## config.mk

```make
export PLATFORM = sky130hd
export DESIGN_NAME = vrc_top
export DESIGN_NICKNAME = d
export VERILOG_FILES = /design/src/vrc_pkg.sv /design/src/vrc_alias_update.sv /design/src/vrc_top.sv
export VERILOG_INCLUDE_DIRS = /design/src /design/src/src
export SDC_FILE = /design/constraint.sdc
export NUM_CORES = 1
export LEC_CHECK = 0
export BUFFER_PORTS_ARGS = -buffer_cell sky130_fd_sc_hd__buf_2
export CORE_UTILIZATION = 45
export DETAILED_ROUTE_END_ITERATION = 8
export GPL_TIMING_DRIVEN = 0
export PLACE_DENSITY = 0.81
export SLEW_MARGIN = 40
export SYNTH_ARGS = -nofsm -noshare
export SYNTH_HDL_FRONTEND = slang
export SYNTH_SLANG_ARGS = --single-unit
```

## constraint.sdc

```tcl
create_clock -name clock_i -period 2 [get_ports clock_i]
set_clock_uncertainty 0.15 [all_clocks]
set_input_delay 0.3 -clock clock_i [delete_from_list [all_inputs] [get_ports clock_i]]
set_output_delay 0.3 -clock clock_i [all_outputs]
set_load 0.01 [all_outputs]
```

## src/vrc_defs.svh

```systemverilog
// register offsets, field positions and reset values of the reference ladder control
`ifndef VRC_DEFS_SVH
`define VRC_DEFS_SVH
`define VRC_CTRL_OFFSET 16'h9800
`define VRC_ALIAS_CLR 4'h4
`define VRC_ALIAS_SET 4'h8
`define VRC_ALIAS_INV 4'hc
`define VRC_ENABLE_BIT 15
`define VRC_PIN_BIT 6
`define VRC_RANGE_BIT 5
`define VRC_SUPPLY_BIT 4
`define VRC_TAP_MSB 3
`define VRC_TAP_LSB 0
`define VRC_CTRL_RESET 32'h0000_0000
`define VRC_IMPL_MASK 32'h0000_807f
`define VRC_TAP_LEVELS 16
`endif

```

## src/vrc_pkg.sv

```systemverilog
// types shared by the reference ladder control files
`default_nettype none
package vrc_pkg;
  typedef enum logic [1:0] {
    VRC_OP_WRITE,
    VRC_OP_CLR,
    VRC_OP_SET,
    VRC_OP_INV
  } vrc_op_t;

  // analog-facing control bundle
  typedef struct packed {
    logic enable;
    logic pin_drive;
    logic low_range;
    logic ext_supply;
    logic [3:0] tap_code;
  } vrc_analog_t;
endpackage : vrc_pkg
`default_nettype wire

```

## src/vrc_alias_update.sv

```systemverilog
// bitwise write, clear, set and invert update of one register word
`default_nettype none
module vrc_alias_update #(
  parameter int WIDTH = 32
) (
  // operands
  input wire logic [WIDTH-1:0] current_i,
  input wire logic [WIDTH-1:0] data_i,
  input wire logic [WIDTH-1:0] mask_i,
  input wire vrc_pkg::vrc_op_t op_i,
  // result
  output logic [WIDTH-1:0] result_o
);
  logic [WIDTH-1:0] raw;

  always_comb begin
    case (op_i)
      vrc_pkg::VRC_OP_WRITE: raw = data_i;
      vrc_pkg::VRC_OP_CLR: raw = current_i & ~data_i;
      vrc_pkg::VRC_OP_SET: raw = current_i | data_i;
      vrc_pkg::VRC_OP_INV: raw = current_i ^ data_i;
      default: raw = current_i;
    endcase
  end

  // unimplemented bits are forced to zero in the result
  assign result_o = raw & mask_i;
endmodule : vrc_alias_update
`default_nettype wire

```

## src/vrc_top.sv

```systemverilog
// reference ladder control: avalon-mm slave, control register and analog controls
//
// Local design decision: the Avalon-MM register port.
`include "vrc_defs.svh"
`default_nettype none
module vrc_top #(
  parameter int ADDR_W = 16
) (
  // clock and reset
  input wire logic clock_i,
  input wire logic rst_n_i,
  // avalon-mm slave
  input wire logic [ADDR_W-1:0] avs_address_i,
  input wire logic avs_read_i,
  input wire logic avs_write_i,
  input wire logic [31:0] avs_writedata_i,
  input wire logic [3:0] avs_byteenable_i,
  output logic [31:0] avs_readdata_o,
  output logic avs_waitrequest_o,
  output logic [1:0] avs_response_o,
  // analog ladder controls
  output logic ladder_power_down_o,
  output logic ladder_pin_drive_enable_o,
  output logic ladder_range_select_o,
  output logic ladder_supply_select_o,
  output logic [3:0] ladder_tap_code_o,
  output logic [3:0] ladder_effective_tap_o,
  output vrc_pkg::vrc_analog_t comparator_ref_o
);
  // ----------------------------------------------------------------
  // address decode
  // ----------------------------------------------------------------
  logic [31:0] reference_ladder_control;
  logic [31:0] next_reference_ladder_control;
  logic [31:0] be_mask;
  logic hit;
  logic [3:0] sub;
  logic done;
  vrc_pkg::vrc_op_t op;

  assign sub = avs_address_i[3:0];
  assign hit = (avs_address_i[ADDR_W-1:4] == (ADDR_W-4)'(`VRC_CTRL_OFFSET >> 4))
               && (sub[1:0] == 2'b00);
  assign be_mask = {{8{avs_byteenable_i[3]}}, {8{avs_byteenable_i[2]}},
                    {8{avs_byteenable_i[1]}}, {8{avs_byteenable_i[0]}}};

  always_comb begin
    case (sub)
      `VRC_ALIAS_CLR: op = vrc_pkg::VRC_OP_CLR;
      `VRC_ALIAS_SET: op = vrc_pkg::VRC_OP_SET;
      `VRC_ALIAS_INV: op = vrc_pkg::VRC_OP_INV;
      default: op = vrc_pkg::VRC_OP_WRITE;
    endcase
  end

  // ----------------------------------------------------------------
  // bus handshake
  // ----------------------------------------------------------------
  // one wait cycle per access: answer registered, easy timing
  always_ff @(posedge clock_i or negedge rst_n_i) begin
    if (!rst_n_i) begin
      done <= 1'b0;
    end else begin
      done <= (avs_read_i || avs_write_i) && !done;
    end
  end

  assign avs_waitrequest_o = (avs_read_i || avs_write_i) && !done;

  // ----------------------------------------------------------------
  // control register
  // ----------------------------------------------------------------
  // byte lanes not enabled keep their bits: merge them back in
  logic [31:0] masked_data;
  always_comb begin
    if (op == vrc_pkg::VRC_OP_WRITE) begin
      masked_data = (avs_writedata_i & be_mask) | (reference_ladder_control & ~be_mask);
    end else begin
      masked_data = avs_writedata_i & be_mask;
    end
  end

  vrc_alias_update #(
    .WIDTH(32)
  ) u_alias (
    .current_i(reference_ladder_control),
    .data_i(masked_data),
    .mask_i(`VRC_IMPL_MASK),
    .op_i(op),
    .result_o(next_reference_ladder_control)
  );

  // set and clear aliases touch only the written bits, so changing the enable through them never disturbs others
  always_ff @(posedge clock_i or negedge rst_n_i) begin
    if (!rst_n_i) begin
      reference_ladder_control <= `VRC_CTRL_RESET;
    end else if (avs_write_i && done && hit) begin
      reference_ladder_control <= next_reference_ladder_control;
    end
  end

  // read data registered at the answering edge
  always_ff @(posedge clock_i or negedge rst_n_i) begin
    if (!rst_n_i) begin
      avs_readdata_o <= 32'h0000_0000;
      avs_response_o <= 2'h0;
    end else if ((avs_read_i || avs_write_i) && !done) begin
      // all aliases read back the control word
      avs_readdata_o <= (hit && avs_read_i) ?
                        (reference_ladder_control & `VRC_IMPL_MASK) : 32'h0000_0000;
      avs_response_o <= hit ? 2'h0 : 2'h2;
    end
  end

  // ----------------------------------------------------------------
  // analog controls
  // ----------------------------------------------------------------
  logic enable;
  assign enable = reference_ladder_control[`VRC_ENABLE_BIT];

  always_ff @(posedge clock_i or negedge rst_n_i) begin
    if (!rst_n_i) begin
      ladder_power_down_o <= 1'b1;
      ladder_pin_drive_enable_o <= 1'b0;
      ladder_range_select_o <= 1'b0;
      ladder_supply_select_o <= 1'b0;
      ladder_tap_code_o <= 4'h0;
    end else begin
      ladder_power_down_o <= !enable;
      ladder_pin_drive_enable_o <= reference_ladder_control[`VRC_PIN_BIT];
      ladder_range_select_o <= reference_ladder_control[`VRC_RANGE_BIT];
      ladder_supply_select_o <= reference_ladder_control[`VRC_SUPPLY_BIT];
      ladder_tap_code_o <= reference_ladder_control[`VRC_TAP_MSB:`VRC_TAP_LSB];
    end
  end

  // tap handed to the ladder decoder; a powered-down ladder reports
  // zero so no tap is selected while it draws no current
  always_ff @(posedge clock_i or negedge rst_n_i) begin
    if (!rst_n_i) begin
      ladder_effective_tap_o <= 4'h0;
      comparator_ref_o <= '0;
    end else begin
      ladder_effective_tap_o <= enable ?
        reference_ladder_control[`VRC_TAP_MSB:`VRC_TAP_LSB] : 4'h0;
      comparator_ref_o.enable <= enable;
      comparator_ref_o.pin_drive <= reference_ladder_control[`VRC_PIN_BIT];
      comparator_ref_o.low_range <= reference_ladder_control[`VRC_RANGE_BIT];
      comparator_ref_o.ext_supply <= reference_ladder_control[`VRC_SUPPLY_BIT];
      comparator_ref_o.tap_code <= reference_ladder_control[`VRC_TAP_MSB:`VRC_TAP_LSB];
    end
  end

  // ----------------------------------------------------------------
  // assertions
  // ----------------------------------------------------------------
  property p_power_follows_enable;
    @(posedge clock_i) disable iff (!rst_n_i)
      ##1 (ladder_power_down_o == !$past(reference_ladder_control[15]));
  endproperty
  a_power_follows_enable: assert property (p_power_follows_enable)
    else $error("power down does not follow enable");

  property p_enable_keeps_others;
    @(posedge clock_i) disable iff (!rst_n_i)
      (avs_write_i && done && hit
       && (op == vrc_pkg::VRC_OP_SET || op == vrc_pkg::VRC_OP_CLR)
       && masked_data == 32'h0000_8000) |=> (reference_ladder_control[6:0]
       == $past(reference_ladder_control[6:0]));
  endproperty
  a_enable_keeps_others: assert property (p_enable_keeps_others)
    else $error("setting enable changed another field");

  property p_pin_drive;
    @(posedge clock_i) disable iff (!rst_n_i)
      ##1 (ladder_pin_drive_enable_o == $past(reference_ladder_control[6]));
  endproperty
  a_pin_drive: assert property (p_pin_drive)
    else $error("pin drive mismatch");

  property p_range_supply;
    @(posedge clock_i) disable iff (!rst_n_i)
      ##1 (ladder_range_select_o == $past(reference_ladder_control[5])
           && ladder_supply_select_o == $past(reference_ladder_control[4]));
  endproperty
  a_range_supply: assert property (p_range_supply)
    else $error("range or supply select mismatch");

  property p_tap_code;
    @(posedge clock_i) disable iff (!rst_n_i)
      ##1 (ladder_tap_code_o == $past(reference_ladder_control[3:0])
           && comparator_ref_o.tap_code == ladder_tap_code_o);
  endproperty
  a_tap_code: assert property (p_tap_code)
    else $error("tap code mismatch");

  property p_unimpl_zero;
    @(posedge clock_i) disable iff (!rst_n_i)
      (reference_ladder_control & ~`VRC_IMPL_MASK) == 32'h0000_0000;
  endproperty
  a_unimpl_zero: assert property (p_unimpl_zero)
    else $error("unimplemented bit set");

  property p_set_alias;
    @(posedge clock_i) disable iff (!rst_n_i)
      (avs_write_i && done && hit && op == vrc_pkg::VRC_OP_SET)
      |=> ((reference_ladder_control & $past(masked_data) & `VRC_IMPL_MASK)
           == ($past(masked_data) & `VRC_IMPL_MASK));
  endproperty
  a_set_alias: assert property (p_set_alias)
    else $error("set alias failed");

  property p_clr_alias;
    @(posedge clock_i) disable iff (!rst_n_i)
      (avs_write_i && done && hit && op == vrc_pkg::VRC_OP_CLR)
      |=> ((reference_ladder_control & $past(masked_data)) == 32'h0000_0000);
  endproperty
  a_clr_alias: assert property (p_clr_alias)
    else $error("clear alias failed");

  property p_wait_one;
    @(posedge clock_i) disable iff (!rst_n_i)
      $rose(avs_read_i) |-> avs_waitrequest_o ##1 !avs_waitrequest_o;
  endproperty
  a_wait_one: assert property (p_wait_one)
    else $error("read not answered after one wait cycle");

  property p_inv_alias;
    @(posedge clock_i) disable iff (!rst_n_i)
      (avs_write_i && done && hit && op == vrc_pkg::VRC_OP_INV)
      |=> (reference_ladder_control
           == (($past(reference_ladder_control) ^ $past(masked_data)) & `VRC_IMPL_MASK));
  endproperty
  a_inv_alias: assert property (p_inv_alias)
    else $error("invert alias failed");

  property p_plain_write;
    @(posedge clock_i) disable iff (!rst_n_i)
      (avs_write_i && done && hit && op == vrc_pkg::VRC_OP_WRITE)
      |=> (reference_ladder_control == ($past(masked_data) & `VRC_IMPL_MASK));
  endproperty
  a_plain_write: assert property (p_plain_write)
    else $error("plain write stored a wrong word");

  // only a completed write to a mapped address may touch the word
  property p_word_holds;
    @(posedge clock_i) disable iff (!rst_n_i)
      !(avs_write_i && done && hit) |=> $stable(reference_ladder_control);
  endproperty
  a_word_holds: assert property (p_word_holds)
    else $error("control word changed without a mapped write");

  property p_read_data;
    @(posedge clock_i) disable iff (!rst_n_i)
      (avs_read_i && !done && hit)
      |=> (avs_readdata_o == ($past(reference_ladder_control) & `VRC_IMPL_MASK));
  endproperty
  a_read_data: assert property (p_read_data)
    else $error("read data differs from the control word");

  property p_unmapped_answer;
    @(posedge clock_i) disable iff (!rst_n_i)
      ((avs_read_i || avs_write_i) && !done && !hit)
      |=> (avs_response_o == 2'h2 && avs_readdata_o == 32'h0000_0000);
  endproperty
  a_unmapped_answer: assert property (p_unmapped_answer)
    else $error("unmapped access not refused");

  property p_mapped_answer;
    @(posedge clock_i) disable iff (!rst_n_i)
      ((avs_read_i || avs_write_i) && !done && hit) |=> (avs_response_o == 2'h0);
  endproperty
  a_mapped_answer: assert property (p_mapped_answer)
    else $error("mapped access answered with an error");

  property p_wait_write;
    @(posedge clock_i) disable iff (!rst_n_i)
      $rose(avs_write_i) |-> avs_waitrequest_o ##1 !avs_waitrequest_o;
  endproperty
  a_wait_write: assert property (p_wait_write)
    else $error("write not answered after one wait cycle");

  property p_supply_select;
    @(posedge clock_i) disable iff (!rst_n_i)
      ##1 (ladder_supply_select_o == $past(reference_ladder_control[`VRC_SUPPLY_BIT])
           && comparator_ref_o.ext_supply == ladder_supply_select_o);
  endproperty
  a_supply_select: assert property (p_supply_select)
    else $error("supply select mismatch");

  // the comparator bundle must agree with the pin-side copies
  property p_comparator_route;
    @(posedge clock_i) disable iff (!rst_n_i)
      comparator_ref_o == {!ladder_power_down_o, ladder_pin_drive_enable_o,
                           ladder_range_select_o, ladder_supply_select_o, ladder_tap_code_o};
  endproperty
  a_comparator_route: assert property (p_comparator_route)
    else $error("comparator bundle differs from the ladder controls");

  property p_effective_tap;
    @(posedge clock_i) disable iff (!rst_n_i)
      ##1 (ladder_effective_tap_o == ($past(reference_ladder_control[`VRC_ENABLE_BIT])
           ? $past(reference_ladder_control[`VRC_TAP_MSB:`VRC_TAP_LSB]) : 4'h0));
  endproperty
  a_effective_tap: assert property (p_effective_tap)
    else $error("effective tap mismatch");

  property p_clear_powers_down;
    @(posedge clock_i) disable iff (!rst_n_i)
      (avs_write_i && done && hit && op == vrc_pkg::VRC_OP_CLR
       && masked_data[`VRC_ENABLE_BIT]) |=> ##1 ladder_power_down_o;
  endproperty
  a_clear_powers_down: assert property (p_clear_powers_down)
    else $error("clearing enable did not power the ladder down");

  // no disable here: values seen just after release must be the reset ones
  property p_reset_state;
    @(posedge clock_i)
      $rose(rst_n_i) |-> (reference_ladder_control == `VRC_CTRL_RESET
        && ladder_power_down_o && !ladder_pin_drive_enable_o && !ladder_range_select_o
        && !ladder_supply_select_o && ladder_tap_code_o == 4'h0
        && ladder_effective_tap_o == 4'h0 && comparator_ref_o == '0);
  endproperty
  a_reset_state: assert property (p_reset_state)
    else $error("state after reset is not the reset state");

  c_enable: cover property (@(posedge clock_i) disable iff (!rst_n_i)
    $fell(ladder_power_down_o));
  c_inv: cover property (@(posedge clock_i) disable iff (!rst_n_i)
    avs_write_i && done && hit && op == vrc_pkg::VRC_OP_INV);
  c_read: cover property (@(posedge clock_i) disable iff (!rst_n_i)
    avs_read_i && done && hit);
  c_unmapped: cover property (@(posedge clock_i) disable iff (!rst_n_i)
    (avs_read_i || avs_write_i) && done && !hit);
endmodule : vrc_top
`default_nettype wire

```

Word-level counts from Yosys, hierarchy flattened
Cells that the tools add are included.
- flip-flop bits (word level): 56
- input bits: 56
- output and inout bits: 55
- word-level logic and storage cells: 42
- equal/unequal tests: 7
- mux-type cells: 6
- bitwise operators: 8
- reduce and logical (&&, ||, !) cells: 10
- operators by type and width (operator ; count):
    $pmux 16 s4 ; 1
    $and 16x16->16 ; 3
    $mux 16 ; 2
    $not 16->16 ; 2
    $or 16x16->16 ; 2
    $xor 16x16->16 ; 1
    $eq 12x12->1 const B ; 1
    $eq 4x4->1 const B ; 2
    $pmux 2 s3 ; 1
    $logic_and 1x1->1 ; 5
    $eq 2x2->1 const B ; 2
    $eq 4x3->1 const B ; 1
    $logic_not 2->1 ; 2
    $mux 4 ; 1
    $eq 2x1->1 const B ; 1
    $logic_not 1->1 ; 2
    $mux 2 ; 1
    $logic_or 1x1->1 ; 1

Logic depth before layout (Yosys ltp)
Gate-level depths: netlist of the first run.
- word-level depth: 7
- depth in mapped cells: 10

By module
A second synthesis of the first run with hierarchy kept.
- cells, all modules: 507
- area total of the unflattened synthesis: 4765.8 µm²
- by module, submodules not included (module ; times used ; cells an instance ; area each (µm²) ; seq. area each (µm²)):
    vrc_top ; 1 ; 208 ; 2585.0 ; 1377.6
    vrc_alias_update ; 1 ; 299 ; 2180.8 ; 0.0

Least setup slack after synthesis of the first run
No wires, ideal clock.
- kind: in2reg
- start: input avs_address_i[2]
- end: register reference_ladder_control[0]
- library setup time: 79 ps
- data arrival time: 1771 ps
- path slack: -1 ps
- stages on the path: 10
- buffers on the path: 2
- cell sequence: buf_2 > or2_1 > buf_2 > a211oi_1 > a21oi_1 > ha_1 > nor2b_1 > o21ai_0 > o221ai_1 > a2bb2oi_1
- cells in the longest elaborated chain, start to end: 7
- RTL lines (what ; RTL line ; source):
    start: declaration ; vrc_top.sv:13 ; input wire logic [ADDR_W-1:0] avs_address_i,
    $eq 4x4->1 / $eq 4x3->1 (equally long branches) ; vrc_top.sv:48 ; case (sub)
    $pmux 2 s3 * ; vrc_top.sv:48 ;
    $logic_not 2->1 ; vrc_alias_update.sv:17, vrc_top.sv:76 ;
    $mux 16 ; vrc_top.sv:76 ; if (op == vrc_pkg::VRC_OP_WRITE) begin
    $not 16->16 ; vrc_alias_update.sv:19 ; vrc_pkg::VRC_OP_CLR: raw = current_i & ~data_i;
    $and 16x16->16 ; vrc_alias_update.sv:19 ;
    $pmux 16 s4 * ; vrc_alias_update.sv:17 ; case (op_i)
    end signal: assignment ; vrc_top.sv:96 ; reference_ladder_control <= `VRC_CTRL_RESET;
    end signal: assignment ; vrc_top.sv:98 ; reference_ladder_control <= next_reference_ladder_control;
    end: declaration ; vrc_top.sv:33 ; logic [31:0] reference_ladder_control;
Mark *: on every way between the ends. The rest lies on a longest branch, timed or not.
A chain may end at the register's enable or synchronous reset.

Final worst setup path of the first run
- start: input avs_address_i[2]
- end: register reference_ladder_control[5]
Same word-level chain as after synthesis.

==> flow_summary.yaml, run 1 <==
clock_network:
  cts_tree: "done"
  cts_root_buf: "clkbuf_8"
  clock_latency_ps: 280
  cts_buffers: 5
  cts_max_level: 2
  cts.sinks: 31
  clk_pin_slew_worst_paths_ps: 60
  clockBufferDepth: 2
critical_path:
  crit_chain: "buf_2, or2_1, buf_2, a21oi_4, a21boi_1, ha_1, nor3_2, a21oi_1, o211ai_1, o22ai_1"
  cp_common_cell: "buf_2"
  critPathSlowestCell: "o211ai_1"
  startpoint_type: "input port"
  path_max_fanout: 9
  slowest_delay_ps: 230
  crit_path_end_kind: "register"
  crit_family: "compound AO/OA/AOI/OAI gates"
  crit_arrival_ps: 1910
  crit_type: "input port to register"
  required_ps: 1990
  crit_buf_inv: 2
finish:
  antennaDiodeCount: 0
  drive_gt1_frac: 0.406
  syn2layout_area_growth_pct: 30.1
  final-instance-count-excl-fill: 343
  fin_nets: 364
grt:
  antenna_found_initial: 0
  grt_max_degree: 32
  first_global_vias: 1511
  grt.overflow.total: 0
  grt_usage: 0.180
  grt_pass1_wl_mm: 6.34
sta:
  rsz0062_at_grt: "yes"
  worst_pin_slew_ps: 634
  min_period_over_period: 0.961
  setup_violations: 0
  timing.fmax_mhz: 520
  slew_headroom: 0.577
  final-hold-violation-count: 0
  fin_ws_ps: 77.2
  period_minus_slack_ps: 1920
  timing.hold.ws_ps: 246
  slew_violations: 0
place:
  port_buffers: 58
  dpl.hpwl_mm: 3.29
  placed_cells: 333
  gp_congestion: 0.861
  place_ws_ps: -260
yosys:
  ys.flop_type: "dfrtp_1"
  ys_top_cells_by_area: "dfrtp_1, buf_4, ha_1"
  yosys.cell_types.count: 42
  synthTopCellsByCount: "buf_4, dfrtp_1, ha_1, a21oi_1, nand2_1"
  synth_edf_count: 0
  netlist_instances: 201
  yosys.area.top_type: "dfrtp_1"
  synth_area_um2: 2000
  ys_ff_latch: 31
  synth_warnings: 0
  avgSynthCellArea_um2: 9.97
  synth_top_area_frac: 0.375
  yosysSeqAreaShare: 0.388
  synth.most_common_cell: "buf_4"
  async_reset_ff_frac: 1.00
detailed_routing:
  drc_errors: 0
  ant_nets: 0
  first_pass_iters: 4
  drt_iter0_drc: 66
  drt-wirelength-per-cell_um: 12.6
  viasPerCell: 4.94
  via_count: 1694
  wirelength_mm: 4.31
die:
  rows: 23
  die_area_um2: 4730
  ios: 111
  initial_core_util: 0.484
  die-width_um: 68.7
  die_h_um: 68.7
  coreArea_um2: 4140
power:
  cellLeakagePower_nw: 1.38
  ir_worst_vdd_uv: 299
  power_density_nw_per_um2: 581
run_status:
  run_status: "finished clean"
job:
  maxCapViolCount: 0
worst_hold_path:
  hp-class: "input port to register"
-- final cells by class --
cell class	instances	area (um2)
inverters	9	33.8
well taps	50	62.6
clock buffers	6	82.6
fillers	346	1540
multi-input cells	144	1020
flip-flops and latches	31	777
clock inverters	2	35.0
repair buffers	60	308
plain buffers	41	292
-- worst paths after layout --
| kind | startpoint | to | slack, ps | cells after the start |
|---|---|---|---|---|
| worst max-delay path | avs_address_i[2] | reference_ladder_control[5]$_DFFE_PN0P_ | 80 | 10 |
| worst min-delay path | avs_address_i[3] | reference_ladder_control[6]$_DFFE_PN0P_ | 250 | 4 |
| worst max register to register | reference_ladder_control[1]$_DFFE_PN0P_ | reference_ladder_control[1]$_DFFE_PN0P_ | 100 | 8 |
| worst min register to register | reference_ladder_control[3]$_DFFE_PN0P_ | ladder_tap_code_o[3]$_DFF_PN0_ | 310 | 0 |
| max in group asynchronous | rst_n_i | ladder_effective_tap_o[0]$_DFF_PN0_ | 850 | 2 |
| min in group asynchronous | rst_n_i | ladder_supply_select_o$_DFF_PN0_ | 430 | 2 |
-- cells by family (layout without fill, tap and decap cells) --
logic type	after synthesis	after routing	synth area share
compound gates	57	57	0.204
buf+inv	50	118	0.160
simple gates	45	45	0.141
flops	31	31	0.388
fa+ha+maj	16	16	0.0999
other cells	1	25	0.00187
mux	1	1	0.00499
-- cell usage in the layout (no fill, tap or decap), drive strengths merged, types with 5 or more instances in the layout --
cell type  count
dfrtp         30
clkbuf        10
nor2b          9
inv            9
nor2           8
conb          25
buf           96
a21oi         14
a22o           8
o221ai         5
ha            16
nand2         12
o21ai          7
-- worst register-to-register path, delay by kind of cell (launching register included) --
| family | cells | cell delay, ps |
|---|---|---|
| AO/OA/AOI/OAI | 5 | 790 |
| adder cells (fa/ha/maj) | 1 | 280 |
| buffers and inverters | 1 | 120 |
| flip-flops | 1 | 450 |
| AND/OR/NAND/NOR | 1 | 40 |
-- layer usage --
metal / up-vias / share of wire / track usage
li1: 840 / - / -
met4: 0 / 0.012 / 0.0842
met3: 7 / 0.072 / 0.0362
met1: 769 / 0.42 / 0.211
met2: 78 / 0.49 / 0.314
met5: - / 0 / 0
-- report_power, final --
group / leakage (nW) / internal (mW) / switching, mW / total [mW]
registers: 0.378 / 0.633 / 0.00458 / 0.638
logic: 0.936 / 0.113 / 0.141 / 0.254
clock network: 0.0612 / 0.403 / 0.222 / 0.624
total: 1.38 / 1.15 / 0.367 / 1.52
-- registers in the layout, indices dropped and copies added (netlist names) --
register / count
reference_ladder_control: 8
avs_response_o: 1
ladder_effective_tap_o: 4
ladder_supply_select_o: 1
ladder_power_down_o: 1
avs_readdata_o: 8
done: 1
ladder_tap_code_o: 4
comparator_ref_o: 3
-- what timing repair did --
item / 4_1_cts / 5_1_grt
hold buffers: 1 / 0
gates resized for setup: 0 / 10
setup buffers: 0 / 1
endpoints found under the hold margin: 30 / 0
endpoints found under the setup margin: 0 / 7
-- through the flow --
step	utilization	total power [mW]	TNS (ps)	instance area, um2
after global routing	0.629	1.57	-41.6	2610
final	0.629	1.52	0	2610
after detailed placement	0.591	0.890	-1350	2450
after CTS	0.621	1.51	0	2570
after global placement	0.591	0.884	-1070	2450
after floorplan	-	0.808	-2.84	2090
Power figures use the tool's default switching activity.
==> inputs of run 2 (changes only) <==
Settings changed: PLACE_DENSITY 0.81 to not set, PLACE_DENSITY_LB_ADDON set to 0.15.
==> run 2 against run 1 <==
Sequential share of layout area rose by 0.22 points. Cell area fell by 0.58%. Final cell count fell by 0.58%. Clock power rose by 1%. Combinational power fell by 2%. Worst hold slack improved by 24 ps. Non-clock buffer count fell by 2. Die area did not move. Sequential power barely moved. Global-route usage rose by 1.0 points. Critical path type is now register to register. Critical endpoint is now reference_ladder_control[1]$_DFFE_PN0P_. Largest power group unchanged.
==> flow_summary.yaml, run 2 (same netlist as run 1, synthesis figures left out) <==
run_status:
  run_status: "finished clean"
detailed_routing:
  drt-wirelength-per-cell_um: 12.1
  drc_errors: 0
  viasPerCell: 4.75
  via_count: 1620
  ant_nets: 0
  drt_iter0_drc: 44
  first_pass_iters: 4
  wirelength_mm: 4.14
finish:
  syn2layout_area_growth_pct: 29.3
  post-route-util: 0.626
  mostFrequentLayoutCells: "buf_2, buf_4, dfrtp_1"
  antennaDiodeCount: 0
  reg.largest.list: "avs_readdata_o x8, reference_ladder_control x8"
  drive_gt1_frac: 0.405
  fin_nets: 362
  fill_cells: 360
  final_common_cell: "buf_2"
power:
  ir_worst_vdd_uv: 244
  pwr-share-seq: 0.421
  totalPowerFinal_mw: 1.52
  intPower_mw: 1.15
  cellLeakagePower_nw: 1.36
  switching_power_mw: 0.370
  clkPwrFrac: 0.416
  comb_power_share: 0.163
  power_density_nw_per_um2: 585
  p_sw_frac: 0.244
sta:
  final-hold-violation-count: 0
  slew_violations: 0
  min_period_over_period: 0.954
  period_minus_slack_ps: 1910
  timing.fmax_mhz: 524
  slew_headroom: 0.570
  worst_pin_slew_ps: 645
  setup_violations: 0
critical_path:
  crit_arrival_ps: 1960
  required_ps: 2050
  rr_endpoint: "reference_ladder_control[1]$_DFFE_PN0P_"
  slowest_delay_ps: 420
  path_max_fanout: 5
  worst-r2r-setup-slack_ps: 90
  r2r_cells: 8
  startpoint_type: "register"
  startpoint: "reference_ladder_control[1]$_DFFE_PN0P_"
  critPathSlowestCell: "dfrtp_2"
  crit_chain: "inv_1, a211oi_1, a21oi_1, ha_1, nor2b_1, o21ai_0, o221ai_1, a2bb2oi_1"
  reg2reg_from: "reference_ladder_control[1]$_DFFE_PN0P_"
  crit_path_end: "reference_ladder_control[1]$_DFFE_PN0P_"
  crit_path_end_kind: "register"
  crit_type: "register to register"
die:
  initial_core_util: 0.484
  rows: 23
  die_h_um: 68.7
  coreArea_um2: 4140
  die_area_um2: 4730
  die-width_um: 68.7
  ios: 111
place:
  dpl.hpwl_mm: 3.21
  gp_congestion: 0.834
  port_buffers: 58
grt:
  antenna_found_initial: 0
  grt_pass1_wl_mm: 6.53
  first_global_vias: 1423
  grt_usage: 0.190
  grt.overflow.total: 0
  grt_max_degree: 32
clock_network:
  clock_latency_ps: 280
  cts_tree: "done"
  cts_max_level: 2
  clockBufferDepth: 2
  clk_pin_slew_worst_paths_ps: 60
  cts_root_buf: "clkbuf_8"
  cts_buffers: 5
  cts.sinks: 31
worst_hold_path:
  hp-class: "input port to register"
  min_path_cells: 3
job:
  maxCapViolCount: 0
[run 2: layout make-up]
cell class	instances	area, um2	share of cell area
buffer	40	287	0.111
clock buffer	6	82.6	0.0319
clock inverter	2	35.0	0.0135
inverter	9	33.8	0.0130
multi-input combinational	144	1010	0.391
sequential	31	778	0.300
tap	50	62.6	0.0241
timing repair buffer	59	300	0.116
[run 2: power by group through the flow]
| stage | Sequential, mW | Combinational [mW] | Clock [mW] |
|---|---|---|---|
| floorplan | 0.650 | 0.158 | 0 |
| global placement | 0.649 | 0.239 | 0 |
| detailed placement | 0.649 | 0.240 | 0 |
| CTS | 0.638 | 0.242 | 0.647 |
| global route | 0.638 | 0.279 | 0.669 |
| finish | 0.638 | 0.248 | 0.630 |
[run 2: critical path, delay by kind of cell (launching register included)]
family | cells | cell delay (ps)
DFF | 1 | 420
buffers and inverters | 1 | 100
adders and majority gates | 1 | 290
and+or+nand+nor | 1 | 30
AOI/OAI and AO/OA | 5 | 840
[run 2: worst min-delay path by stage]
| stage | from | endpoint | slack, ps |
|---|---|---|---|
| after floorplan | rst_n_i | avs_readdata_o[0]$_DFFE_PN0P_ | -150 |
| after global placement | rst_n_i | comparator_ref_o[5]$_DFF_PN0_ | 210 |
| after detailed placement | rst_n_i | avs_readdata_o[5]$_DFFE_PN0P_ | 210 |
| after CTS | avs_writedata_i[3] | reference_ladder_control[3]$_DFFE_PN0P_ | 260 |
| after global routing | avs_writedata_i[3] | reference_ladder_control[3]$_DFFE_PN0P_ | 270 |
| final | avs_writedata_i[0] | reference_ladder_control[0]$_DFFE_PN0P_ | 270 |
[run 2: metrics by stage]
| stage | area [um2] | hold WS (ps) | instances | setup WS (ps) | setup TNS (ps) |
|---|---|---|---|---|---|
| 3_5_place_dp | 2450 | 213 | 333 | -233 | -1470 |
| 6_report | 2590 | 270 | 341 | 91.7 | 0 |
| 3_3_place_gp | 2450 | 210 | 333 | -266 | -1330 |
| 5_1_grt | 2590 | 274 | 341 | -6.56 | -6.56 |
| 4_1_cts | 2570 | 259 | 342 | 59.6 | 0 |
| 2_1_floorplan | 2090 | -146 | 225 | -0.710 | -2.84 |
[run 2: what timing repair did]
item	CTS	global route
hold endpoints to repair	30	0
hold buffers	1	0
gates resized for setup	0	11
buffers inserted	0	0
endpoints found under the setup margin	0	8
[run 2: layer usage]
layer  track usage  up-vias  part of all wire
met5             0        -                 0
met4        0.0893        0             0.017
met3        0.0428        7             0.054
met2         0.288       51              0.46
met1         0.256      730              0.47
li1              -      832                 -
==> inputs of run 3 (changes only) <==
Settings changed: REMOVE_ABC_BUFFERS set to 1.
==> run 3 against run 2 <==
Clock-buffer cell count unchanged. Non-clock buffer count down 39. Clock power down 1%. First-iteration DRC count up 100%. Register-to-register slack better by 50 ps. Critical path depth up 1. Utilization down 6.8 points. Sequential power about the same. Critical endpoint is now reference_ladder_control[0]$_DFFE_PN0P_. Global-route usage down 1.8 points. Die area unchanged. Final cell count down 11%. Sequential cell count unchanged.
==> flow_summary.yaml, run 3 (same netlist as run 1, synthesis figures left out) <==
finish:
  syn2layout_area_growth_pct: 15.4
  fin_nets: 323
  mostFrequentLayoutCells: "buf_2, dfrtp_1, conb_1"
  drive_gt1_frac: 0.321
  reg.largest.list: "avs_readdata_o x8, reference_ladder_control x8"
  finalInstanceArea_um2: 2310
  final_common_cell: "buf_2"
  final-instance-count-excl-fill: 302
  antennaDiodeCount: 0
critical_path:
  required_ps: 2050
  critPathSlowestCell: "or2_4"
  crit_arrival_ps: 1930
  crit_chain: "buf_2, or2_4, a211oi_1, a21oi_1, ha_1, nor2b_1, o21ai_0, o221ai_1, a2bb2oi_1"
  slowest_delay_ps: 320
  startpoint_type: "input port"
  crit_type: "input port to register"
  crit_path_end_kind: "register"
  path_max_fanout: 15
place:
  placed_cells: 293
  dpl.hpwl_mm: 2.89
  place_ws_ps: -333
  port_buffers: 59
  gp_congestion: 0.715
  dpl-instance-area_um2: 2160
sta:
  worst_pin_slew_ps: 735
  final-hold-violation-count: 0
  setup_violations: 0
  timing.fmax_mhz: 530
  slew_headroom: 0.509
  rsz0062_at_grt: "no"
  slew_violations: 0
  min_period_over_period: 0.943
  tns_ps: 0
  fin_ws_ps: 114
  period_minus_slack_ps: 1890
job:
  maxCapViolCount: 0
die:
  coreArea_um2: 4140
  die_area_um2: 4730
  ios: 111
  initial_core_util: 0.484
  die-width_um: 68.7
  die_h_um: 68.7
  rows: 23
clock_network:
  cts.sinks: 31
  clock_latency_ps: 270
  cts_root_buf: "clkbuf_8"
  cts_buffers: 5
  cts_max_level: 2
  clockBufferDepth: 2
  clk_pin_slew_worst_paths_ps: 60
  cts_tree: "done"
grt:
  grt_usage: 0.172
  antenna_found_initial: 0
  grt_pass1_wl_mm: 6.07
  grt_max_degree: 32
  grt.overflow.total: 0
  first_global_vias: 1242
detailed_routing:
  drt_iter0_drc: 90
  first_pass_iters: 4
  ant_nets: 0
  drc_errors: 0
  wirelength_mm: 3.82
  via_count: 1540
  drt-wirelength-per-cell_um: 12.7
  viasPerCell: 5.10
power:
  cellLeakagePower_nw: 1.17
  totalPowerFinal_mw: 1.46
  ir_worst_vdd_uv: 312
  power_density_nw_per_um2: 633
worst_hold_path:
  hp-class: "input port to register"
run_status:
  run_status: "finished clean"
run 3: cell count changes in the layout (fill, tap and decap cells not counted), sizes merged:
cell	previous run	this run
buf	95	59
clkbuf	9	6
run 3: final cells by class:
type | instances | area, um2
inverters | 9 | 36.3
flip-flops and latches | 31 | 779
multi-input cells | 144 | 1010
repair buffers | 60 | 308
well taps | 50 | 62.6
clock buffers | 6 | 82.6
clock inverters | 2 | 35.0
fillers | 402 | 1830
run 3: path summary, 6_finish.rpt:
| path | start | end | slack (ps) | cells after the start |
|---|---|---|---|---|
| worst max-delay path | avs_address_i[3] | reference_ladder_control[0]$_DFFE_PN0P_ | 110 | 9 |
| worst min-delay path | avs_writedata_i[3] | reference_ladder_control[3]$_DFFE_PN0P_ | 270 | 3 |
| worst max register to register | reference_ladder_control[0]$_DFFE_PN0P_ | reference_ladder_control[0]$_DFFE_PN0P_ | 140 | 8 |
| worst min register to register | reference_ladder_control[1]$_DFFE_PN0P_ | ladder_tap_code_o[1]$_DFF_PN0_ | 310 | 0 |
| max in group asynchronous | rst_n_i | reference_ladder_control[1]$_DFFE_PN0P_ | 790 | 2 |
| min in group asynchronous | rst_n_i | avs_readdata_o[4]$_DFFE_PN0P_ | 450 | 2 |
run 3: metal layers:
metal  part of all wire  vias up  track usage
li1                   -      753            -
met1               0.51      707        0.259
met2               0.40       75        0.237
met3              0.074        5       0.0296
met4              0.014        0       0.0740
met5                  0        -            0
run 3: per-stage QoR:
| stage | utilization | hold WS [ps] |
|---|---|---|
| 5_1_grt | 0.558 | 279 |
| 6_report | 0.558 | 267 |
| 3_3_place_gp | 0.522 | 215 |
| 4_1_cts | 0.554 | 258 |
| 3_5_place_dp | 0.522 | 218 |
| 2_1_floorplan | - | -146 |
run 3: report_power, final:
group          total, mW  leakage (nW)  switching (mW)  internal, mW
Clock              0.624        0.0612           0.222         0.403
Sequential         0.638         0.376         0.00472         0.633
Combinational      0.202         0.731           0.127        0.0744
run 3: worst max-delay path, delay by kind of cell:
| kind | cells | cell delay, ps |
|---|---|---|
| AO/OA/AOI/OAI | 5 | 790 |
| AND/OR/NAND/NOR | 2 | 360 |
| adder cells (fa/ha/maj) | 1 | 300 |
| buffers and inverters | 1 | 180 |
run 3: repair_timing:
item / in CTS / in global routing
pin swaps: 0 / 0
setup endpoints to repair: 4 / 7
resized for setup: 1 / 8
buffers inserted: 0 / 0
endpoints found under the hold margin: 30 / 0
hold buffers: 1 / 0
